`src/rtl/day_perf_map.svh`:
```
// Offsets, reset values and figures of the daily performance monitor
`ifndef DAY_PERF_MAP_SVH
`define DAY_PERF_MAP_SVH

// ==================================================
// Register byte offsets
`define DPM_CTRL_OFS 8'h00
`define DPM_CUR_COUNT_OFS 8'h04
`define DPM_CUR_ELAPSED_OFS 8'h08
`define DPM_CUR_SUSPECT_OFS 8'h0c
`define DPM_REC_COUNT_OFS 8'h10
`define DPM_REC_ELAPSED_OFS 8'h14
`define DPM_REC_SUSPECT_OFS 8'h18
`define DPM_REC_DATE_OFS 8'h1c
`define DPM_REC_TIME_OFS 8'h20

// ==================================================
// Control register field positions
`define DPM_CTRL_INIT_BIT 0
`define DPM_CTRL_RESTART_BIT 1

// ==================================================
// Interval figures in seconds, quarter hour in minutes
`define DPM_NOMINAL_S 86400
`define DPM_SUSPECT_DEV_S 10
`define DPM_QUARTER_MIN 15

// ==================================================
// Least capacities for the 1 Gb/s layer
`define DPM_ES_MIN 86400
`define DPM_BBE_MIN 207360000
`define DPM_SES_MIN 77760

// ==================================================
// Reset values
`define DPM_COUNT_RST 0
`define DPM_ELAPSED_RST 0
`define DPM_CUR_SUSPECT_RST 1'b0
`define DPM_REC_SUSPECT_RST 1'b1

`endif

```
`src/rtl/day_perf_pkg.sv`:
```
// Types shared by the daily performance monitor
package day_perf_pkg;

  // ==================================================
  // Time-of-day stamp, minute resolution
  typedef struct packed {
    logic [13:0] year;
    logic [3:0] month;
    logic [4:0] day;
    logic [4:0] hour;
    logic [5:0] minute;
  } stamp_s;

  // ==================================================
  // One update from the per-second filter
  typedef struct packed {
    logic [31:0] increment;
    logic [9:0] seconds;
  } pm_update_s;

endpackage

```
`src/rtl/day_perf_monitor.sv`:
```
// Current and recent daily performance registers
//
// Implementation choices: the register addresses and the address-and-strobe port.
`timescale 1ns/1ps
`include "day_perf_map.svh"

module day_perf_monitor #(
  parameter int COUNT_W = 32,
  parameter int ELAPSED_W = 17
) (
  // Clock and reset
  input wire logic clk,
  input wire logic resetn,
  // Per-second filter side
  input wire logic monitor_second_tick,
  input wire logic day_period_tick,
  input wire day_perf_pkg::pm_update_s period_update,
  // Time-of-day clock side
  input wire day_perf_pkg::stamp_s element_time_of_day,
  input wire logic tod_preset,
  input wire logic preset_large,
  input wire logic preset_outside,
  input wire logic data_lost,
  input wire logic start_processing,
  // Register port
  input wire logic [7:0] addr,
  input wire logic [31:0] wdata,
  input wire logic wr_en,
  input wire logic rd_en,
  output logic [31:0] rdata,
  // Current register report
  output logic [COUNT_W-1:0] day_running_count,
  output logic [ELAPSED_W-1:0] seconds_elapsed,
  output logic data_suspect_flag,
  // Recent register report
  output logic [COUNT_W-1:0] previous_day_count,
  output logic [ELAPSED_W-1:0] previous_seconds_elapsed,
  output logic previous_suspect_flag,
  output day_perf_pkg::stamp_s previous_stamp
);

  // ==================================================
  // Elaboration checks on widths
  localparam logic [63:0] COUNT_MAX = 64'((65'h1 << COUNT_W) - 65'h1);
  localparam logic [63:0] ELAPSED_MAX = 64'((65'h1 << ELAPSED_W) - 65'h1);

  // Count must cover the largest nominal daily tally and fit the 32-bit read word
  if (COUNT_W > 32 || COUNT_MAX < 64'(`DPM_BBE_MIN) || COUNT_MAX < 64'(`DPM_ES_MIN) ||
      COUNT_MAX < 64'(`DPM_SES_MIN)) begin : g_count_chk
    $error("count width too small for a nominal day");
  end

  // Elapsed counter must reach a full nominal day and fit the 32-bit read word
  if (ELAPSED_W > 32 || ELAPSED_MAX < 64'(`DPM_NOMINAL_S)) begin : g_elapsed_chk
    $error("elapsed width too small for a nominal day");
  end

  // ==================================================
  // Helper functions

  // Saturating add on wide operands
  function automatic logic [63:0] sat_add(input logic [63:0] a, input logic [63:0] b,
                                          input logic [63:0] lim);
    logic [63:0] s;
    s = a + b;
    if (s > lim || s < a) begin
      s = lim;
    end
    return s;
  endfunction

  // Day length outside the allowed window
  function automatic logic day_off(input logic [63:0] secs);
    return (secs > 64'(`DPM_NOMINAL_S + `DPM_SUSPECT_DEV_S)) ||
           (secs < 64'(`DPM_NOMINAL_S - `DPM_SUSPECT_DEV_S));
  endfunction

  // Round the minute down to a quarter hour
  function automatic day_perf_pkg::stamp_s align_quarter(input day_perf_pkg::stamp_s t);
    day_perf_pkg::stamp_s r;
    r = t;
    r.minute = t.minute - 6'(t.minute % 6'(`DPM_QUARTER_MIN));
    return r;
  endfunction

  // ==================================================
  // Event decode

  // Period close: daily tick or preset out of interval
  wire logic period_end = day_period_tick | (tod_preset & preset_outside);

  // Software write to control
  wire logic ctrl_wr = wr_en && (addr == `DPM_CTRL_OFS);

  // Software initialisation of the current register
  wire logic sw_init = ctrl_wr && wdata[`DPM_CTRL_INIT_BIT];

  // Software restart, same as a fresh connection
  wire logic sw_restart = ctrl_wr && wdata[`DPM_CTRL_RESTART_BIT];

  // Start of processing from pin or software
  wire logic restart = start_processing | sw_restart;

  // Events that mark the current data as suspect
  wire logic suspect_evt = (tod_preset & preset_large) | data_lost | sw_init;

  // ==================================================
  // Next values of the current register

  // Running count after this cycle's update
  wire logic [COUNT_W-1:0] next_count_acc = COUNT_W'(sat_add(64'(day_running_count),
                                            64'(period_update.increment), COUNT_MAX));

  // Elapsed seconds after this cycle's update, batched seconds allowed
  wire logic [ELAPSED_W-1:0] next_elapsed_acc = ELAPSED_W'(sat_add(64'(seconds_elapsed),
                                                64'(period_update.seconds), ELAPSED_MAX));

  // Values including any update in this cycle
  wire logic [COUNT_W-1:0] next_count_upd = monitor_second_tick ? next_count_acc : day_running_count;
  wire logic [ELAPSED_W-1:0] next_elapsed_upd = monitor_second_tick ? next_elapsed_acc : seconds_elapsed;

  // Suspect including events of this cycle, set wins
  wire logic next_suspect_upd = data_suspect_flag | suspect_evt;

  // Software init clears count and elapsed but marks suspect
  wire logic [COUNT_W-1:0] next_count_live = sw_init ? '0 : next_count_upd;
  wire logic [ELAPSED_W-1:0] next_elapsed_live = sw_init ? '0 : next_elapsed_upd;

  // Suspect value moved at period close
  wire logic close_suspect = next_suspect_upd | day_off(64'(next_elapsed_live));

  // ==================================================
  // Current register

  // Holds count, elapsed seconds and suspect flag
  always_ff @(posedge clk or negedge resetn) begin
    if (!resetn) begin
      day_running_count <= COUNT_W'(`DPM_COUNT_RST);
      seconds_elapsed <= ELAPSED_W'(`DPM_ELAPSED_RST);
      data_suspect_flag <= `DPM_CUR_SUSPECT_RST;
    end else if (restart) begin
      // Fresh connection
      day_running_count <= '0;
      seconds_elapsed <= '0;
      data_suspect_flag <= 1'b0;
    end else if (period_end) begin
      // Initialise for the next day
      day_running_count <= '0;
      seconds_elapsed <= '0;
      data_suspect_flag <= 1'b0;
    end else begin
      // Accumulate within the day
      day_running_count <= next_count_live;
      seconds_elapsed <= next_elapsed_live;
      data_suspect_flag <= next_suspect_upd;
    end
  end

  // ==================================================
  // Recent register

  // Loaded only at period close or restart, so in-interval presets never touch the stamp
  always_ff @(posedge clk or negedge resetn) begin
    if (!resetn) begin
      previous_day_count <= COUNT_W'(`DPM_COUNT_RST);
      previous_seconds_elapsed <= ELAPSED_W'(`DPM_ELAPSED_RST);
      previous_suspect_flag <= `DPM_REC_SUSPECT_RST;
      previous_stamp <= '0;
    end else if (restart) begin
      // Fresh connection, all-zero stamp
      previous_day_count <= '0;
      previous_seconds_elapsed <= '0;
      previous_suspect_flag <= 1'b1;
      previous_stamp <= '0;
    end else if (period_end) begin
      // Old contents discarded, current contents moved in
      previous_day_count <= next_count_live;
      previous_seconds_elapsed <= next_elapsed_live;
      previous_suspect_flag <= close_suspect;
      previous_stamp <= align_quarter(element_time_of_day);
    end
  end

  // ==================================================
  // Register read path

  // Selected read word
  logic [31:0] read_word;

  // Read decode, unmapped offsets return zero
  always_comb begin
    read_word = '0;
    unique case (addr)
      `DPM_CUR_COUNT_OFS: read_word = 32'(day_running_count);
      `DPM_CUR_ELAPSED_OFS: read_word = 32'(seconds_elapsed);
      `DPM_CUR_SUSPECT_OFS: read_word = {31'h0, data_suspect_flag};
      `DPM_REC_COUNT_OFS: read_word = 32'(previous_day_count);
      `DPM_REC_ELAPSED_OFS: read_word = 32'(previous_seconds_elapsed);
      `DPM_REC_SUSPECT_OFS: read_word = {31'h0, previous_suspect_flag};
      `DPM_REC_DATE_OFS: read_word = {9'h0, previous_stamp.year, previous_stamp.month, previous_stamp.day};
      `DPM_REC_TIME_OFS: read_word = {21'h0, previous_stamp.hour, previous_stamp.minute};
      default: read_word = '0;
    endcase
  end

  // Read data stand one cycle after the strobe only
  always_ff @(posedge clk or negedge resetn) begin
    if (!resetn) begin
      rdata <= '0;
    end else begin
      rdata <= rd_en ? read_word : '0;
    end
  end
endmodule

```
`config.mk`:
```
export PLATFORM = sky130hd
export DESIGN_NAME = day_perf_monitor
export DESIGN_NICKNAME = d
export VERILOG_FILES = /design/src/rtl/day_perf_pkg.sv /design/src/rtl/day_perf_monitor.sv
export VERILOG_INCLUDE_DIRS = /design/src /design/src/rtl
export SDC_FILE = /design/constraint.sdc
export NUM_CORES = 1
export LEC_CHECK = 0
export BUFFER_PORTS_ARGS = -buffer_cell sky130_fd_sc_hd__buf_4
export CORE_UTILIZATION = 40
export CTS_BUF_LIST = sky130_fd_sc_hd__clkbuf_4
export DETAILED_ROUTE_END_ITERATION = 10
export PLACE_DENSITY = 0.71
export SETUP_SLACK_MARGIN = 0.2
export SLEW_MARGIN = 5
export SYNTH_ARGS = -nofsm -noshare
export SYNTH_HDL_FRONTEND = slang
export SYNTH_SLANG_ARGS = --single-unit
export TNS_END_PERCENT = 5
```
`constraint.sdc`:
```
create_clock -name clk -period 5.9 [get_ports clk]
set_input_delay 0.59 -clock clk [delete_from_list [all_inputs] [get_ports clk]]
set_output_delay 0.59 -clock clk [all_outputs]
set_load 0.05 [all_outputs]
```
==> impl_metrics.toml, run 1 <==
[status]
status = "completed"

[worst_setup_path]
path_max_fanout = 17
crit_path_end_kind = "register"
reg2reg_slack_ns = 0.49
crit_type = "reg -> reg"
cpPeakStageDelay_ns = 0.43
critPathLaunchType = "register"
worst_ep_arrival_time_ns = 5.90
cp_data_required_time_ns = 6.39
timing.rr.start = "day_running_count[0]"
cp_common_cell = "a21o_1"
critPathSlowestCell = "fa_1"
cp-startpoint = "day_running_count[0]"
path_cells = "ha_1 -> fa_1 -> a21o_1 -> a21oi_2 -> o211a_1 -> nor3_1 -> o21a_1 -> o311a_1 -> o311a_1 -> a211oi_1 -> buf_4 -> ha_1 -> a21o_1 -> a21o_1 -> a211o_1 -> a41oi_1 -> o21ai_0 -> nand4b_1 -> a21oi_2 -> o21ai_4 -> buf_12 -> o22ai_1 -> o21ai_0"

[worst_hold_path]
hp-class = "in -> async"

[placement]
place.gp.congestion = 0.9396
dp_hpwl_um = 28990
portBuffers = 262
pre_cts_ws_ns = 0.08651

[flow_run]
drv_cap = 0

[routing]
first_iter_violations = 1138
via_count = 10758
drtPass1Iterations = 7
drc = 0
viasPerCell = 5.850
drt-total-wl_um = 38440
routedWlPerCell_um = 20.90
postRouteAntennaNets = 0

[clock_network]
h-tree-depth = 4
cts_tree = "built"
cts.clk_slew.worst_paths_ns = 0.15
root_buffer = "clkbuf_4"
clk_path_buf_depth = 2
cts_sinks = 166
clk_latency_ns = 0.58
numCtsBuffers = 17

[power]
irDropWorstVdd_mv = 0.1059
leakage_nw = 6.530
cellPowerDensity_nw_per_um2 = 228.7

[timing]
worst_pin_slew_ns = 1.070
setup_viol = 0
rsz0062_at_grt = "false"
slew_headroom_pct = 28.65
finalMaxSlewViolations = 0
finalHoldViolations = 0
fmax_mhz = 184.8
fin_crit_sh_pct = 91.71
setup_ws_ns = 0.4892
min_period_ns = 5.411
clock_skew_ns = 0.02676
setup_tns_ns = 0

[synth]
ys_top_cells_by_area = "dfrtp_1 38%, ha_1 11%, a21oi_1 5.7%"
yosysWarnings = 0
syn_nets = 1472
avgSynthCellArea_um2 = 8.759
netlist_instances = 1250
yosysTopAreaCellShare_pct = 37.71
synth_ff_type = "dfrtp_1"
synth_seq_cells = 166
synth-edff-count = 0
synth.distinct_cells = 91
ys_seq_area_share_pct = 37.95
synthArstFlopShare_pct = 100.0
synth_top_cell_by_area = "dfrtp_1"
synth_area_um2 = 10950

[global_route]
grt_max_degree = 116
overflow = 0
grt_pass1_vias = 10094
grt_pass1_wl_um = 57770
grt_usage_pct = 26.92
grt_antenna_before_repair = 1

[die]
die_area_um2 = 28040
rows = 60
initial_core_util_pct = 40.74
core-area_um2 = 26880
io-pin-count = 293
die_y_um = 167.5
die_w_um = 167.5

[layout]
drive_gt1_share_pct = 23.31
area_growth_syn_to_layout_pct = 23.91
nFillCells = 2605
nets = 1708
==> cells in the final DEF (no fill, tap or decap), types with 16 or more instances in the layout <==
cell type and n:
a211oi_1 16, a21o_1 34, a21oi_1 122, a222oi_1 16, buf_4 278, clkbuf_4 18, dfrtp_1 165, ha_1 92
inv_1 67, mux2i_1 22, nand2_1 152, nand3_1 22, nor2_1 124, nor3_1 23, o21ai_0 40, o21ai_1 21
o22ai_1 28, xnor2_1 25, xor2_1 18
==> final timing paths <==
check,cells after the start,to
max,23,previous_day_count[7]
min,1,rdata[28]
max reg2reg,23,previous_day_count[7]
min reg2reg,2,previous_day_count[30]
max in group asynchronous,2,previous_day_count[8]
min in group clk,3,previous_stamp[23]
==> where the power goes <==
group,switching (W),leakage [nW],internal (W),total (W)
Combinational,0.000721,4.14,0.000410,0.00113
Sequential,0.000101,2.24,0.00120,0.00130
Clock,0.000416,0.150,0.000252,0.000668
==> synthesized netlist by cell type (10+ instances only) <==
| cell | number |
|---|---|
| o22ai_1 | 28 |
| a31oi_1 | 11 |
| a22oi_1 | 11 |
| mux2i_1 | 22 |
| and2_1 | 10 |
| o21ai_1 | 22 |
| xnor2_1 | 25 |
| a211oi_1 | 16 |
| o21ai_0 | 41 |
| nor2_1 | 125 |
| a222oi_1 | 16 |
| nand3_1 | 22 |
| a21oi_1 | 124 |
| dfrtp_1 | 165 |
| nand2_1 | 152 |
| ha_1 | 92 |
| nor3_1 | 24 |
| inv_1 | 67 |
| a21o_1 | 34 |
| o31ai_1 | 13 |
| nor2b_1 | 13 |
| clkbuf_1 | 51 |
| xor2_1 | 18 |
==> critical path: cells and delay by family, from the launching register on <==
family | cells | cell delay, ns
and+or+nand+nor | 2 | 0.23
AOI/OAI and AO/OA | 16 | 3.40
buffers and inverters | 2 | 0.37
DFF | 1 | 0.42
adders and majority gates | 3 | 0.91
==> layer usage <==
metal  up-vias  share of wire [%]  track usage, %  wire length [um]
met3        95                7.8           5.507              3009
li1       4983                  -               -                 -
met4         0                3.7           10.69              1432
met5         -                  0               0                 0
met2       467                 48           44.82             18540
met1      5213                 40           34.16             15460
==> layout make-up <==
type / instances / area, um^2 / share of cell area [%]
multi-input combinational: 952 / 6322 / 46.60
sequential: 166 / 4155 / 30.63
timing repair buffer: 281 / 2138 / 15.76
tap: 341 / 426.7 / 3.145
inverter: 68 / 255.2 / 1.881
clock buffer: 18 / 135.1 / 0.9960
clock inverter: 12 / 131.4 / 0.9684
antenna: 1 / 2.502 / 0.01845
==> what timing repair did <==
item                       in CTS  in global routing
setup buffers                   0                  3
resized for setup               0                  4
hold buffers                    0                  0
setup endpoints to repair       0                 35
==> sequential cells by signal (all words and copies together) (netlist names) <==
name / flops
data_suspect_flag: 1
day_running_count: 32
previous_day_count: 32
previous_seconds_elapsed: 17
previous_stamp: 34
previous_suspect_flag: 1
rdata: 32
seconds_elapsed: 17
==> per-stage QoR <==
stage | instance area [um^2] | util, % | instances | hold slack, ns | total power, W
floorplan | 10950 | - | 1250 | 0.2944 | 0.002042
global placement | 13230 | 49.24 | 1804 | 0.4997 | 0.002414
detailed placement | 13230 | 49.24 | 1804 | 0.5020 | 0.002434
CTS | 13500 | 50.23 | 1834 | 0.1978 | 0.003094
global route | 13570 | 50.48 | 1839 | 0.2075 | 0.003263
finish | 13570 | 50.48 | 1839 | 0.1561 | 0.003103
==> cell families after synthesis <==
logic type               Yosys count  synth area share (%)
multiplexers                      25                 2.423
XOR/XNOR                          43                 3.440
AND/OR/NAND/NOR                  400                 16.39
flip-flops                       166                 37.95
AO/OA/AOI/OAI                    388                 23.86
adder cells (fa/ha/maj)           95                 11.06
buffers and inverters            133                 4.879
Power figures use the tool's default switching activity.
==> run 2: changes to the inputs <==
Settings changed: CORE_UTILIZATION 40 to 55, PLACE_DENSITY 0.71 to 0.91.
==> run 2 against run 1 <==
  * Combinational power about the same
  * First-iteration DRC count decreased by 7.4%
  * Setup slack improved by 0.095 ns
  * Routed wire length decreased by 3.1%
  * Register-to-register slack improved by 0.09 ns
  * Design area decreased by 0.89%
  * Die area decreased by 27%
  * Power increased by 1.9%
  * Utilization increased by 19 points
  * Via count increased by 3.7%
  * Clock skew decreased by 0.0074 ns
  * Largest power group unchanged
==> impl_metrics.toml, run 2 (synthesized netlist as in run 1, its figures left out) <==
[placement]
pre_cts_ws_ns = 0.3230
portBuffers = 262
dp_hpwl_um = 28120
place.gp.congestion = 0.9563

[worst_setup_path]
worst_ep_arrival_time_ns = 5.78
cpPeakStageDelay_ns = 0.42
cp_data_required_time_ns = 6.37
path_max_fanout = 33
critPathSlowestCell = "fa_1"
cp_common_cell = "a21o_1"
crit_type = "reg -> reg"
path_delay_family = "compound AO/OA/AOI/OAI gates"
crit_path_end_kind = "register"
critPathLaunchType = "register"
path_cells = "ha_1 -> fa_1 -> a21o_1 -> a21oi_2 -> o211a_1 -> nor3_1 -> o21a_1 -> o311a_1 -> o311a_1 -> a211oi_1 -> buf_4 -> ha_1 -> a21o_1 -> a21o_1 -> a211o_1 -> a41oi_1 -> o21ai_0 -> nand4b_1 -> a21oi_1 -> o21ai_2 -> buf_12 -> nor2_1 -> o31ai_1"
path_buf_inv = 2

[routing]
postRouteAntennaNets = 0
routedWlPerCell_um = 21.18
drtPass1Iterations = 6
viasPerCell = 6.341
drt-total-wl_um = 37250
first_iter_violations = 1054
drc = 0
via_count = 11154

[die]
initial_core_util_pct = 56.26
rows = 51
io-pin-count = 293
core-area_um2 = 19460
die_w_um = 143.1
die_area_um2 = 20480
die_y_um = 143.1

[timing]
setup_ws_ns = 0.5837
fin_crit_sh_pct = 90.11
setup_viol = 0
rsz0062_at_grt = "false"
slew_headroom_pct = 35.60
worst_pin_slew_ns = 0.9659
finalHoldViolations = 0
setup_tns_ns = 0
fmax_mhz = 188.1
min_period_ns = 5.316
clock_skew_ns = 0.01932
finalMaxSlewViolations = 0

[global_route]
grt_pass1_wl_um = 56240
grt_max_degree = 93
grt_antenna_before_repair = 1
grt_usage_pct = 36.28
overflow = 0
grt_pass1_vias = 10464

[clock_network]
cts_sinks = 166
h-tree-depth = 4
clk_path_buf_depth = 2
post_cts_buffers = 0
clk_latency_ns = 0.57
cts-resized-gates = 0
cts_hold_buf = 0
cts.clk_slew.worst_paths_ns = 0.14
root_buffer = "clkbuf_4"
cts_tree = "built"
numCtsBuffers = 17

[power]
internal-power_w = 0.001934
p_seq_share_pct = 41.3
irDropWorstVdd_mv = 0.1666
p_switching_w = 0.001227
comb_power_share_pct = 35.5
clock_power_share_pct = 23.1
switching_share_pct = 38.81
cellPowerDensity_nw_per_um2 = 235.1
leakage_nw = 6.524

[worst_hold_path]
hp-class = "in -> async"

[flow_run]
drv_cap = 0

[layout]
layout_commonest_cell = "buf_4"
final_cell_mix = "275 x buf_4, 165 x dfrtp_1, 152 x nand2_1"
regMostFlops = "previous_stamp"
diodes = 0
nFillCells = 1532
nets = 1703
drive_gt1_share_pct = 23.03
largest_register_ffs = 34
area_growth_syn_to_layout_pct = 22.80

[status]
status = "completed"
-- run 2: stage by stage --
stage                     hold WS, ns  power (W)  utilization (%)  instance area (um^2)  std cells
after floorplan                0.2944   0.002042                -                 10950       1250
after detailed placement       0.5024   0.002428            67.47                 13130       1727
after global placement         0.4981   0.002396            67.47                 13130       1727
after CTS                     0.09449   0.003140            69.08                 13450       1759
final                         0.07118   0.003161            69.08                 13450       1759
after global routing           0.1181   0.003297            69.08                 13450       1759
-- run 2: final timing paths --
check,startpoint,to,slack [ns],cells past startpoint
worst max-delay path,day_running_count[0],previous_day_count[23],0.58,23
worst min-delay path,resetn,rdata[17],0.07,1
worst max register to register,day_running_count[0],previous_day_count[23],0.58,23
worst min register to register,previous_day_count[11],previous_day_count[11],0.53,2
max in group asynchronous,resetn,previous_stamp[14],4.35,2
min in group clk,element_time_of_day[17],previous_stamp[17],0.26,3
-- run 2: cell type report --
| class | instances | area [um^2] | share of cell area (%) |
|---|---|---|---|
| Clock inverter | 15 | 186.4 | 1.387 |
| Sequential cell | 166 | 4155 | 30.90 |
| Clock buffer | 17 | 127.6 | 0.9492 |
| Timing Repair Buffer | 277 | 2096 | 15.59 |
| Multi-Input combinational cell | 951 | 6294 | 46.81 |
| Inverter | 68 | 255.2 | 1.898 |
| Tap cell | 265 | 331.6 | 2.466 |
-- run 2: worst register-to-register path: stages (launching register included) --
cell	delay (ns)
dfrtp_1	0.41
ha_1	0.23
fa_1	0.42
a21o_1	0.19
a21oi_2	0.21
o211a_1	0.19
nor3_1	0.08
o21a_1	0.22
o311a_1	0.41
o311a_1	0.35
a211oi_1	0.21
buf_4	0.18
ha_1	0.25
a21o_1	0.18
a21o_1	0.17
a211o_1	0.31
a41oi_1	0.20
o21ai_0	0.12
nand4b_1	0.11
a21oi_1	0.09
o21ai_2	0.11
buf_12	0.22
nor2_1	0.10
o31ai_1	0.27
-- run 2: metal layers --
layer / vias up / GRT usage (%) / part of all wire [%] / wire length [um]
met4: 0 / 19.98 / 5.4 / 2018
met5: - / 0 / 0 / 0
met2: 665 / 59.20 / 47 / 17580
met3: 148 / 7.445 / 10 / 3885
li1: 4971 / - / - / -
met1: 5370 / 44.94 / 37 / 13760
-- run 2: power groups by stage --
stage	Clock (W)	Combinational (W)	Sequential (W)
floorplan	0	0.000526	0.00152
global placement	0	0.00107	0.00132
detailed placement	0	0.00110	0.00132
CTS	0.000729	0.00111	0.00130
global route	0.000783	0.00120	0.00131
finish	0.000731	0.00112	0.00131
==> run 3: changes to the inputs <==
Settings changed: ABC_AREA set to 1, PLACE_DENSITY 0.91 to 0.9, TNS_END_PERCENT 5 to unset.
==> run 3 against run 2 <==
  * Sequential share of layout area decreased by 0.96 points
  * Clock skew increased by 0.010 ns
  * Clock power decreased by 7.8%
  * Global-route usage decreased by 0.56 points
  * Synthesized cell count increased by 23%
  * Final cell count increased by 17%
  * Critical endpoint is now previous_day_count[6]
  * Power increased by 2.4%
  * Setup slack improved by 0.48 ns
  * First-iteration DRC count increased by 16%
  * Count of clock-buffer cells in the layout unchanged
  * Critical path type unchanged
  * Die area increased by 4.6%
  * Utilization decreased by 0.73 points
  * Highest routed layer unchanged
==> impl_metrics.toml, run 3 <==
[status]
status = "completed"

[die]
rows = 52
core-area_um2 = 20300
io-pin-count = 293
die_area_um2 = 21420
die_w_um = 146.3
die_y_um = 146.3
initial_core_util_pct = 56.45

[global_route]
grt_antenna_before_repair = 0
grt_usage_pct = 35.72
grtUsageMet2_pct = 58.40
grt_pass1_wl_um = 59640
gr-usage-met1_pct = 46.62
grt_pass1_vias = 11452
use_met3_pct = 5.875
overflow = 0
globalRoute.busiestLayer = "met2"
grt_max_degree = 99

[power]
cellPowerDensity_nw_per_um2 = 233.3
irDropWorstVdd_mv = 0.1354
leakage_nw = 7.367

[clock_network]
root_buffer = "clkbuf_4"
cts-resized-gates = 0
h-tree-depth = 4
clk_path_buf_depth = 2
cts_sinks = 166
clk_latency_ns = 0.60
cts_tree = "built"
cts.clk_slew.worst_paths_ns = 0.16
numCtsBuffers = 17
post_cts_buffers = 0

[layout]
layoutNonFillerInstCount = 2055
multi_input_area_um2 = 6180
nets = 1994
drive_gt1_share_pct = 19.44
diodes = 0
nFillCells = 1677
regMostFlops = "previous_stamp"
layout_commonest_cell = "nand2_1"
register_area_um2 = 4155
final_util_pct = 68.35
area_growth_syn_to_layout_pct = 21.09
finalInstanceArea_um2 = 13870
final_cell_mix = "337 x nand2_1, 270 x buf_4, 228 x inv_1"
largest_register_ffs = 34

[synth]
avgSynthCellArea_um2 = 7.455
synth_area_um2 = 11460
yosysWarnings = 0
synth_top_cell_by_area = "dfrtp_1"
ys_top_cells_by_area = "dfrtp_1 36%, nand2_1 11%, ha_1 10%"
synth.distinct_cells = 52
synth.most_common_cell = "nand2_1"
ys_seq_area_share_pct = 36.26
syn_nets = 1759
synthArstFlopShare_pct = 100.0
synth_seq_cells = 166
ys_top_cells_by_count = "337 x nand2_1, 229 x inv_1, 165 x dfrtp_1"
synth_ff_type = "dfrtp_1"
synth-edff-count = 0
yosysTopAreaCellShare_pct = 36.03
netlist_instances = 1537

[timing]
rsz0062_at_grt = "false"
worst_pin_slew_ns = 1.264
setup_tns_ns = 0
fin_crit_sh_pct = 81.94
fmax_mhz = 206.8
finalMaxSlewViolations = 0
slew_headroom_pct = 15.23
clock_skew_ns = 0.02955
min_period_ns = 4.835
finalHoldViolations = 0
setup_viol = 0

[worst_setup_path]
path_max_fanout = 16
cp_common_cell = "nand2_1"
critPathLaunchType = "register"
cpPeakStageDelay_ns = 0.50
worst_ep_arrival_time_ns = 5.37
path_cells = "ha_1 -> fa_1 -> nand2_1 -> a21oi_2 -> a31oi_1 -> o21ai_2 -> nand2_1 -> nand2_2 -> a21oi_1 -> o21ai_0 -> xnor2_1 -> inv_1 -> ha_1 -> a21oi_1 -> nor2_1 -> a2111oi_0 -> nor4_1 -> nor2_1 -> nand3_2 -> buf_4 -> nand4_1 -> nand3_1 -> nand2_1"
cp_data_required_time_ns = 6.44
critPathSlowestCell = "a2111oi_0"
crit_path_end_kind = "register"
crit_type = "reg -> reg"

[routing]
drc = 0
postRouteAntennaNets = 0
via_count = 12107
first_iter_violations = 1218
viasPerCell = 5.891
drtPass1Iterations = 6
routedWlPerCell_um = 18.53
drt-total-wl_um = 38080

[flow_run]
drv_cap = 0

[worst_hold_path]
hp-class = "in -> reg"

[placement]
place_area_um2 = 13590
place.gp.congestion = 0.9686
portBuffers = 262
dp_hpwl_um = 28930
dp_cells = 2022
-- run 3: cell count changes after synthesis, moves of 16 or more --
cell / before / now
inv_1: 67 / 229
nand2_1: 152 / 337
nand3_1: 22 / 61
o21ai_0: 41 / 65
nand4_1: 9 / 39
o21ai_1: 22 / 5
a21o_1: 34 / 2
mux2i_1: 22 / 0
a222oi_1: 16 / 0
xor2_1: 18 / 34
-- run 3: cell families after synthesis --
kind of cell	share of synthesized area, %
AND/OR/NAND/NOR	23.98
flip-flops	36.26
XOR/XNOR	3.898
adder cells (fa/ha/maj)	10.57
buffers and inverters	9.806
AO/OA/AOI/OAI	15.48
-- run 3: where the power goes --
part | internal, W | switching, W
Sequential | 0.00122 | 0.0000877
Combinational | 0.000401 | 0.000859
Clock | 0.000217 | 0.000457
Total | 0.00183 | 0.00140
-- run 3: layout make-up --
cell class              instances  share of cell area (%)
multi-input cells            1081                   44.54
flip-flops and latches        166                   29.95
repair buffers                272                   14.76
inverters                     234                   6.331
well taps                     270                   2.435
clock inverters                15                   1.064
clock buffers                  17                  0.9198
-- run 3: critical path, delay by kind of cell (launching register included) --
family	cells	cell delay, ns
compound gates	7	1.56
xor+xnor	1	0.28
fa+ha+maj	3	1.01
buf+inv	2	0.31
flops	1	0.42
simple gates	10	1.22
-- run 3: worst paths after layout --
| path | slack [ns] | cells past startpoint | end | start |
|---|---|---|---|---|
| worst max-delay path | 1.07 | 23 | previous_day_count[6] | day_running_count[0] |
| worst min register to register | 0.53 | 2 | previous_day_count[28] | previous_day_count[28] |
| min in group asynchronous | 0.52 | 2 | rdata[29] | resetn |
| worst min-delay path | 0.19 | 3 | previous_stamp[17] | element_time_of_day[17] |
| max in group asynchronous | 4.17 | 3 | previous_stamp[25] | resetn |
| worst max register to register | 1.07 | 23 | previous_day_count[6] | day_running_count[0] |
-- run 3: per-layer routing --
metal	vias to the layer above	wire (um)	share of wire, %
met5	-	0	0
met4	0	1725	4.5
met3	111	3505	9.2
met2	717	17910	47
met1	5730	14940	39
li1	5549	-	-
-- run 3: timing repair --
item | in CTS | in global routing
endpoints found under the setup margin | 0 | 0
hold endpoints to repair | 21 | 0
hold buffers | 1 | 0
-- run 3: per-stage QoR --
step                      worst slack (ns)  power [W]  hold WS, ns
final                                1.065   0.003237       0.1874
after global routing                0.8174   0.003393       0.1543
after CTS                            1.116   0.003223       0.1551
after detailed placement            0.8210   0.002561       0.4913
after global placement              0.9648   0.002526       0.4946
after floorplan                      1.927   0.002160       0.2944
